===== src/core/btr_pkg.sv =====
// Shared constants for the bus timing and refresh register slice
package btr_pkg;
    localparam int unsigned ADDR_W = 16;
    localparam int unsigned DATA_W = 16;
    localparam int unsigned TCNT_W = 8;
    localparam int unsigned RCNT_W = 10;
    localparam int unsigned PRE_W = 12;

    localparam logic [15:0] ADDR_STROBE_TIMING = 16'h0000;
    localparam logic [15:0] ADDR_REFRESH_CSR = 16'h0004;
    localparam logic [15:0] ADDR_TIMER_COUNTER = 16'h0008;
    localparam logic [15:0] ADDR_TIME_CONSTANT = 16'h000C;
    localparam logic [15:0] ADDR_REFRESH_COUNT = 16'h0010;
    localparam logic [15:0] ADDR_MEM_CTRL = 16'h0014;
    localparam logic [3:0] MODE_AREA2_PAGE = 4'h2;
    localparam logic [3:0] MODE_AREA3_PAGE = 4'h3;

    localparam logic [7:0] WRITE_KEY = 8'hA5;
    localparam logic [5:0] COUNT_WRITE_KEY = 6'h29;

    localparam int unsigned A5_ASSERT_LSB = 6;
    localparam int unsigned A6_ASSERT_LSB = 4;
    localparam int unsigned A5_NEGATE_LSB = 2;
    localparam int unsigned A6_NEGATE_LSB = 0;

    localparam int unsigned CMF_BIT = 7;
    localparam int unsigned COMPARE_MATCH_IRQ_ENABLE_BIT = 6;
    localparam int unsigned CKS_LSB = 3;
    localparam int unsigned OVF_BIT = 2;
    localparam int unsigned OVERFLOW_IRQ_ENABLE_BIT = 1;
    localparam int unsigned COUNT_LIMIT_SELECT_BIT = 0;

    localparam int unsigned REFRESH_ENABLE_BIT = 0;
    localparam int unsigned REFRESH_MODE_SELECT_BIT = 1;
    localparam int unsigned A5_WAIT_LSB = 4;
    localparam int unsigned A6_WAIT_LSB = 8;
    localparam int unsigned MODE2_DONE_BIT = 12;
    localparam int unsigned MODE3_DONE_BIT = 13;

    localparam logic [7:0] STROBE_RESET = 8'h00;
    localparam logic [7:0] CSR_RESET = 8'h00;
    localparam logic [10:0] LIMIT_LONG = 11'h400;
    localparam logic [10:0] LIMIT_SHORT = 11'h200;

    localparam logic [11:0] PRE_MASK_4 = 12'h003;
    localparam logic [11:0] PRE_MASK_16 = 12'h00F;
    localparam logic [11:0] PRE_MASK_64 = 12'h03F;
    localparam logic [11:0] PRE_MASK_256 = 12'h0FF;
    localparam logic [11:0] PRE_MASK_1024 = 12'h3FF;
    localparam logic [11:0] PRE_MASK_2048 = 12'h7FF;
    localparam logic [11:0] PRE_MASK_4096 = 12'hFFF;
endpackage


===== src/core/btr_prescaler.sv =====
// Bus clock prescaler that paces the refresh timer counter
`timescale 1ns/1ps
module btr_prescaler #(
    parameter int unsigned W = btr_pkg::PRE_W
) (
    input wire logic i_clk,
    input wire logic i_rst,
    input wire logic [2:0] i_sel,
    output logic o_tick
);
    import btr_pkg::*;

    typedef struct packed {
        logic [W-1:0] cnt;
        logic tick;
    } btr_pre_state_t;

    btr_pre_state_t st;
    btr_pre_state_t next_st;

    function automatic logic [11:0] div_mask(input logic [2:0] sel);
        unique case (sel)
            3'h1: div_mask = PRE_MASK_4;
            3'h2: div_mask = PRE_MASK_16;
            3'h3: div_mask = PRE_MASK_64;
            3'h4: div_mask = PRE_MASK_256;
            3'h5: div_mask = PRE_MASK_1024;
            3'h6: div_mask = PRE_MASK_2048;
            3'h7: div_mask = PRE_MASK_4096;
            default: div_mask = 12'h000;
        endcase
    endfunction

    always_comb begin
        next_st = st;
        next_st.tick = 1'b0;
        if (i_sel == 3'h0) begin
            next_st.cnt = '0;
        end else begin
            next_st.cnt = st.cnt + 1'b1;
            next_st.tick = (st.cnt[11:0] & div_mask(i_sel)) == div_mask(i_sel);
        end
    end

    always_ff @(posedge i_clk) begin
        if (i_rst) begin
            st <= '0;
        end else begin
            st <= next_st;
        end
    end

    assign o_tick = st.tick;
endmodule


===== src/core/btr_regs.sv =====
// Strobe timing, SDRAM mode load and refresh timer register slice
//
// Chosen here: the placing of the registers and the strobed register port.
`timescale 1ns/1ps
module btr_regs (
    input wire logic I_SYS_CLK,
    input wire logic I_SYS_RST,
    input wire logic [btr_pkg::ADDR_W-1:0] I_ADDR,
    input wire logic [btr_pkg::DATA_W-1:0] I_WDATA,
    input wire logic I_WR,
    input wire logic I_WR_WORD,
    input wire logic I_RD,
    input wire logic I_REFRESH_DONE,
    output logic [btr_pkg::DATA_W-1:0] O_RDATA,
    output logic O_MODE_WR,
    output logic O_MODE_AREA3,
    output logic [9:0] O_MODE_ADDR,
    output logic O_REFRESH_REQ,
    output logic O_CMI_REQ,
    output logic O_OVI_REQ,
    output logic [2:0] O_AREA5_ASSERT_HALF,
    output logic [2:0] O_AREA5_NEGATE_HALF,
    output logic [3:0] O_AREA5_WIDTH,
    output logic [2:0] O_AREA6_ASSERT_HALF,
    output logic [2:0] O_AREA6_NEGATE_HALF,
    output logic [3:0] O_AREA6_WIDTH
);
    import btr_pkg::*;

    typedef struct packed {
        logic [7:0] strobe;
        logic compare_match_flag;
        logic compare_match_irq_enable;
        logic [2:0] cks;
        logic ovf;
        logic overflow_irq_enable;
        logic count_limit_select;
        logic cmf_clr_arm;
        logic [TCNT_W-1:0] tcnt;
        logic [TCNT_W-1:0] tconst;
        logic [RCNT_W-1:0] rcount;
        logic refresh_enable;
        logic refresh_mode_select;
        logic [2:0] a5_wait;
        logic [2:0] a6_wait;
        logic [1:0] mode_done;
        logic [DATA_W-1:0] rdata;
        logic mode_wr;
        logic mode_area3;
        logic [9:0] mode_addr;
        logic refresh_req;
    } btr_state_t;

    btr_state_t st;
    btr_state_t next_st;
    logic tick;
    logic [1:0] assert_code [2];
    logic [1:0] negate_code [2];
    logic [2:0] wait_code [2];
    logic [2:0] assert_half [2];
    logic [2:0] negate_half [2];
    logic [3:0] width [2];

    function automatic logic hit(input logic [15:0] addr, input logic [15:0] off);
        hit = (addr == off);
    endfunction

    // Keyed registers take only word writes with the key byte on top
    function automatic logic keyed(input logic word, input logic [15:0] data);
        keyed = word && (data[15:8] == WRITE_KEY);
    endfunction

    function automatic logic [7:0] csr_image(input btr_state_t s);
        csr_image = {s.compare_match_flag, s.compare_match_irq_enable, s.cks, s.ovf, s.overflow_irq_enable, s.count_limit_select};
    endfunction

    btr_prescaler #(
        .W(PRE_W)
    ) u_prescaler (
        .i_clk(I_SYS_CLK),
        .i_rst(I_SYS_RST),
        .i_sel(st.cks),
        .o_tick(tick)
    );

    assign assert_code[0] = st.strobe[A5_ASSERT_LSB +: 2];
    assign assert_code[1] = st.strobe[A6_ASSERT_LSB +: 2];
    assign negate_code[0] = st.strobe[A5_NEGATE_LSB +: 2];
    assign negate_code[1] = st.strobe[A6_NEGATE_LSB +: 2];
    assign wait_code[0] = st.a5_wait;
    assign wait_code[1] = st.a6_wait;

    // One decoder per area so the two cards never share timing
    for (genvar g = 0; g < 2; g++) begin : g_area
        btr_strobe_timing u_timing (
            .i_clk(I_SYS_CLK),
            .i_rst(I_SYS_RST),
            .i_assert_code(assert_code[g]),
            .i_negate_code(negate_code[g]),
            .i_wait(wait_code[g]),
            .o_assert_half(assert_half[g]),
            .o_negate_half(negate_half[g]),
            .o_width(width[g])
        );
    end

    always_comb begin
        logic match;
        logic ovf_set;
        logic cbr;
        logic [10:0] sum;
        logic [10:0] limit;
        match = 1'b0;
        ovf_set = 1'b0;
        cbr = st.refresh_enable && !st.refresh_mode_select;
        sum = {1'b0, st.rcount} + 11'h001;
        limit = st.count_limit_select ? LIMIT_SHORT : LIMIT_LONG;
        next_st = st;
        next_st.mode_wr = 1'b0;
        next_st.refresh_req = 1'b0;
        next_st.rdata = 16'h0000;

        // Compare happens only on a prescaler tick, so a stopped clock
        // select also freezes matching.
        if (tick) begin
            if (st.tcnt == st.tconst) begin
                next_st.tcnt = '0;
                match = 1'b1;
            end else begin
                next_st.tcnt = st.tcnt + 1'b1;
            end
        end
        if (match) begin
            if (sum >= limit) begin
                next_st.rcount = '0;
                ovf_set = 1'b1;
            end else begin
                next_st.rcount = sum[RCNT_W-1:0];
            end
        end

        if (I_WR) begin
            if (hit(I_ADDR, ADDR_STROBE_TIMING)) begin
                next_st.strobe = I_WDATA[7:0];
            end
            if (hit(I_ADDR, ADDR_REFRESH_CSR) && keyed(I_WR_WORD, I_WDATA)) begin
                if (!I_WDATA[CMF_BIT]) begin
                    next_st.cmf_clr_arm = 1'b1;
                end
                if (!I_WDATA[OVF_BIT]) begin
                    next_st.ovf = 1'b0;
                end
                next_st.compare_match_irq_enable = I_WDATA[COMPARE_MATCH_IRQ_ENABLE_BIT];
                next_st.cks = I_WDATA[CKS_LSB +: 3];
                next_st.overflow_irq_enable = I_WDATA[OVERFLOW_IRQ_ENABLE_BIT];
                next_st.count_limit_select = I_WDATA[COUNT_LIMIT_SELECT_BIT];
            end
            if (hit(I_ADDR, ADDR_TIMER_COUNTER) && keyed(I_WR_WORD, I_WDATA)) begin
                next_st.tcnt = I_WDATA[7:0];
            end
            if (hit(I_ADDR, ADDR_TIME_CONSTANT) && keyed(I_WR_WORD, I_WDATA)) begin
                next_st.tconst = I_WDATA[7:0];
            end
            if (hit(I_ADDR, ADDR_REFRESH_COUNT) && I_WR_WORD
                    && I_WDATA[15:10] == COUNT_WRITE_KEY) begin
                next_st.rcount = I_WDATA[RCNT_W-1:0];
            end
            if (hit(I_ADDR, ADDR_MEM_CTRL)) begin
                next_st.refresh_enable = I_WDATA[REFRESH_ENABLE_BIT];
                next_st.refresh_mode_select = I_WDATA[REFRESH_MODE_SELECT_BIT];
                next_st.a5_wait = I_WDATA[A5_WAIT_LSB +: 3];
                next_st.a6_wait = I_WDATA[A6_WAIT_LSB +: 3];
            end
            // Mode load: the offset inside the page is the value, data is
            // dropped; misaligned offsets are ignored.
            if ((I_ADDR[15:12] == MODE_AREA2_PAGE || I_ADDR[15:12] == MODE_AREA3_PAGE)
                    && I_ADDR[1:0] == 2'h0) begin
                next_st.mode_wr = 1'b1;
                next_st.mode_area3 = (I_ADDR[15:12] == MODE_AREA3_PAGE);
                next_st.mode_addr = I_ADDR[11:2];
                if (I_ADDR[15:12] == MODE_AREA3_PAGE) begin
                    next_st.mode_done[1] = 1'b1;
                end else begin
                    next_st.mode_done[0] = 1'b1;
                end
            end
        end

        // The clear only completes on a real CBR refresh after the armed write
        if (I_REFRESH_DONE && st.cmf_clr_arm && cbr) begin
            next_st.compare_match_flag = 1'b0;
            next_st.cmf_clr_arm = 1'b0;
        end

        // Sets come last so an event in a clearing cycle is kept
        if (match) begin
            next_st.compare_match_flag = 1'b1;
            next_st.refresh_req = cbr;
        end
        if (ovf_set) begin
            next_st.ovf = 1'b1;
        end

        if (I_RD) begin
            if (hit(I_ADDR, ADDR_STROBE_TIMING)) begin
                next_st.rdata = {8'h00, st.strobe};
            end else if (hit(I_ADDR, ADDR_REFRESH_CSR)) begin
                next_st.rdata = {8'h00, csr_image(st)};
            end else if (hit(I_ADDR, ADDR_TIMER_COUNTER)) begin
                next_st.rdata = {8'h00, st.tcnt};
            end else if (hit(I_ADDR, ADDR_TIME_CONSTANT)) begin
                next_st.rdata = {8'h00, st.tconst};
            end else if (hit(I_ADDR, ADDR_REFRESH_COUNT)) begin
                next_st.rdata = {6'h00, st.rcount};
            end else if (hit(I_ADDR, ADDR_MEM_CTRL)) begin
                next_st.rdata = {2'h0, st.mode_done, 1'b0, st.a6_wait,
                                 1'b0, st.a5_wait, 2'h0, st.refresh_mode_select, st.refresh_enable};
            end
        end
    end

    // Only power-on reset reaches this slice; manual reset and standby
    // have no path in, so every field keeps its value through them.
    always_ff @(posedge I_SYS_CLK) begin
        if (I_SYS_RST) begin
            st <= '0;
            st.strobe <= STROBE_RESET;
        end else begin
            st <= next_st;
        end
    end

    assign O_RDATA = st.rdata;
    assign O_MODE_WR = st.mode_wr;
    assign O_MODE_AREA3 = st.mode_area3;
    assign O_MODE_ADDR = st.mode_addr;
    assign O_REFRESH_REQ = st.refresh_req;
    // Requests follow the flags; software should leave the compare enable
    // off while CBR or auto-refresh runs.
    assign O_CMI_REQ = st.compare_match_flag && st.compare_match_irq_enable;
    assign O_OVI_REQ = st.ovf && st.overflow_irq_enable;
    assign O_AREA5_ASSERT_HALF = assert_half[0];
    assign O_AREA5_NEGATE_HALF = negate_half[0];
    assign O_AREA5_WIDTH = width[0];
    assign O_AREA6_ASSERT_HALF = assert_half[1];
    assign O_AREA6_NEGATE_HALF = negate_half[1];
    assign O_AREA6_WIDTH = width[1];
endmodule


===== src/core/btr_strobe_timing.sv =====
// Per-area strobe timing decode for the card interface
`timescale 1ns/1ps
module btr_strobe_timing (
    input wire logic i_clk,
    input wire logic i_rst,
    input wire logic [1:0] i_assert_code,
    input wire logic [1:0] i_negate_code,
    input wire logic [2:0] i_wait,
    output logic [2:0] o_assert_half,
    output logic [2:0] o_negate_half,
    output logic [3:0] o_width
);
    import btr_pkg::*;

    typedef struct packed {
        logic [2:0] assert_half;
        logic [2:0] negate_half;
        logic [3:0] width;
    } btr_stb_state_t;

    btr_stb_state_t st;
    btr_stb_state_t next_st;

    // Delay in half cycles: code 0..3 gives 1,3,5,7 halves
    function automatic logic [2:0] halves(input logic [1:0] code);
        halves = {code, 1'b1};
    endfunction

    always_comb begin
        next_st.assert_half = halves(i_assert_code);
        next_st.negate_half = halves(i_negate_code);
        next_st.width = {1'b0, i_wait} + 4'h1;
    end

    always_ff @(posedge i_clk) begin
        if (i_rst) begin
            st <= '0;
        end else begin
            st <= next_st;
        end
    end

    assign o_assert_half = st.assert_half;
    assign o_negate_half = st.negate_half;
    assign o_width = st.width;
endmodule


===== config.mk =====
export PLATFORM = sky130hd
export DESIGN_NAME = btr_regs
export DESIGN_NICKNAME = d
export VERILOG_FILES = /design/src/core/btr_pkg.sv /design/src/core/btr_prescaler.sv /design/src/core/btr_regs.sv /design/src/core/btr_strobe_timing.sv
export SDC_FILE = /design/constraint.sdc
export NUM_CORES = 1
export LEC_CHECK = 0
export ABC_AREA = 1
export BUFFER_PORTS_ARGS = -buffer_cell sky130_fd_sc_hd__buf_2
export CAP_MARGIN = 20
export CORE_MARGIN = 8
export CORE_UTILIZATION = 35
export CTS_BUF_LIST = sky130_fd_sc_hd__clkbuf_2
export DETAILED_ROUTE_END_ITERATION = 10
export MAX_ROUTING_LAYER = met4
export SLEW_MARGIN = 0
export SYNTH_ARGS = -nofsm -noshare
export SYNTH_HDL_FRONTEND = slang
export SYNTH_SLANG_ARGS = --single-unit
export TNS_END_PERCENT = 5

===== constraint.sdc =====
create_clock -name I_SYS_CLK -period 2.8 [get_ports I_SYS_CLK]
set_input_delay 0.14 -clock I_SYS_CLK [delete_from_list [all_inputs] [get_ports I_SYS_CLK]]
set_output_delay 0.14 -clock I_SYS_CLK [all_outputs]
set_load 0.02 [all_outputs]

==> results_dict.tcl <==
set metrics [dict create \
    status "complete, no violations" \
    placed_area_um2 5770 \
    synth_seq_cells 109 \
    cp-end-kind "register" \
    cap_violations 0 \
    share_comb_of_total_power_pct 7.3 \
    finalMaxSlewViolations 0 \
    finalCritPeriodShare_pct 82.1 \
    routabilityCongestion 0.911 \
    overflow 0 \
    grt_pass1_wl_um 24100 \
    hold_viol 0 \
    grt_pass1_vias 4698 \
    drive_gt1_share_pct 15.0 \
    dr.pass1.iters 5 \
    power.switching_w 0.000657 \
    root_buffer "clkbuf_2" \
    whs_endpoint "O_RDATA[8]" \
    worst_clock_skew_ns 0.0396 \
    seq_area_frac_synth_pct 40.6 \
    die-area_um2 19600 \
    min_path_type "input port to register" \
    fin_nets 908 \
    start_kind "register" \
    period_needed_ns 2.30 \
    dpl.hpwl_um 11100 \
    reg2reg_to "st[39]" \
    clock_path_buffers 2 \
    start_util_pct 35.7 \
    cp.arrival_ns 2.92 \
    syn_to_final_growth_pct 16.8 \
    grt_antenna_before_repair 1 \
    htree_num_levels 3 \
    reg2reg_from "st[39]" \
    setup_violations 0 \
    tritoncts "yes" \
    numCtsBuffers 9 \
    intPower_w 0.00175 \
    final_common_cell "nand2_1" \
    core_area_um2 15100 \
    clock_latency_ns 0.65 \
    crit_fanout 8 \
    fmax_ghz 0.435 \
    grt_use_total_pct 15.8 \
    finalSetupTns_ns 0 \
    min-delay-start "I_ADDR[14]" \
    powerDensity_nw_per_um2 383 \
    rsz0062_at_grt "false" \
    clkSinkCount 109 \
    report.power.total_w 0.00241 \
    stdcell_area_um2 6280 \
    syn-cell-area_um2 5380 \
    yosys_warnings 0 \
    worst_hold_slack_ns 0.0464 \
    crit_type "register to register" \
    num_io_pins 89 \
    p_leak_nw 2.75 \
    drt-total-wl_um 15100 \
    via_count 5047 \
    reg2reg_slack_ns 0.50 \
    rows 45 \
    synth_area_per_cell_um2 7.02 \
    seqPwrFrac_pct 65.0 \
    tightest_slew_ns 0.620 \
    cts_resized 0 \
    ant_nets 0 \
    synth_area_leaders "dfxtp_1, nand2_1, inv_1" \
    wl_per_cell_um 14.3 \
    portBuffers 85 \
    ff2ff_path_depth 11 \
    yosys.area.top_type "dfxtp_1" \
    synth_top_area_share_pct 40.6 \
    synth.distinct_cells 35 \
    die_x_um 140 \
    die_y_um 140 \
    holdPathStages 8 \
    first_iter_violations 358 \
    slew_headroom_pct 58.3 \
    vias_per_cell 4.77 \
    cp.required_ns 3.42 \
    route.detailed.drc 0 \
    switching_share_pct 27.3 \
    syn_inst 766 \
    final_cell_mix "nand2_1, inv_1, dfxtp_1" \
    ir_drop_uv 151 \
    power.share.clock_pct 27.7 \
    path_clk_slew_ns 0.32 \
    grt_start_max_net_pins 28 \
]
[power groups by stage]
stage / Combinational, W / Clock, W / Sequential (W)
after CTS: 0.000174 / 0.000680 / 0.00157
after detailed placement: 0.000139 / 0 / 0.00159
after floorplan: 0.0000715 / 0 / 0.00159
final: 0.000175 / 0.000668 / 0.00156
after global routing: 0.000192 / 0.000738 / 0.00157
after global placement: 0.000138 / 0 / 0.00159
[registers in the layout (all words and copies together) (netlist names), 5 cells and up]
signal	flops
g_area.u_timing.o_width	8
O_MODE_ADDR	10
g_area.u_timing.o_negate_half	5
u_prescaler.st	12
O_RDATA	13
st	45
[kinds of logic after synthesis]
logic type	Yosys count	synth area share, %
and+or+nand+nor	324	27.9
xor gates and xnor gates	10	1.63
adders and majority gates	7	1.63
DFF	109	40.6
other	1	0.0697
buffers and inverters	165	14.1
AOI/OAI and AO/OA	150	14.1
[cell usage after synthesis (all sizes together)]
cell,n
buf,40
clkinv,1
nor4,4
nand3b,2
nor2,90
conb,1
nor3,16
ha,7
inv,115
o22ai,1
o21ai,66
nand2,138
dfxtp,109
or2,1
xnor2,6
nand4,21
nand3,52
a21oi,79
a31oi,1
o211ai,3
xor2,4
clkbuf,9
[worst max-delay path by stage]
stage	start	to	slack [ns]	cells after the start
global route	st[39]	st[39]	0.24	11
global placement	st[39]	st[39]	0.60	11
CTS	st[39]	st[39]	0.52	11
floorplan	st[41]	st[68]	0.91	15
finish	st[39]	st[39]	0.50	11
detailed placement	st[39]	st[39]	0.58	11
[layer usage]
layer	track usage [%]	up-vias	wire length, µm
met5	-	-	0
met4	6.57	0	378
met3	3.13	29	844
met2	24.8	137	6940
met1	19.6	2243	6900
li1	-	2638	-
[repair_timing]
action                    CTS  global route
buffers inserted            0             0
hold buffers               42             0
hold endpoints to repair   82             0
[worst max-delay path, stage by stage, from the launching register on]
cell	delay, ns
dfxtp_1	0.52
ha_1	0.29
nand2_1	0.09
nor4_1	0.17
ha_1	0.28
inv_1	0.06
nor2_1	0.03
nor2_1	0.19
inv_1	0.12
nor2_4	0.22
nand3_1	0.14
a21oi_1	0.14
[cell type report]
cell class | count | area, µm²
diodes | 1 | 2.50
clock buffers | 10 | 50.0
clock inverters | 6 | 40.0
fillers | 1597 | 8810
inverters | 116 | 435
multi-input cells | 494 | 2450
flip-flops and latches | 109 | 2180
well taps | 188 | 235
repair buffers | 133 | 891
[through the flow]
stage	cells	utilization (%)	worst slack [ns]
after floorplan	768	-	0.915
after global placement	998	38.2	0.599
after detailed placement	998	38.2	0.582
after CTS	1056	41.6	0.524
after global routing	1057	41.6	0.238
final	1057	41.6	0.502
Note: power is estimated with default switching activity, not from simulation.
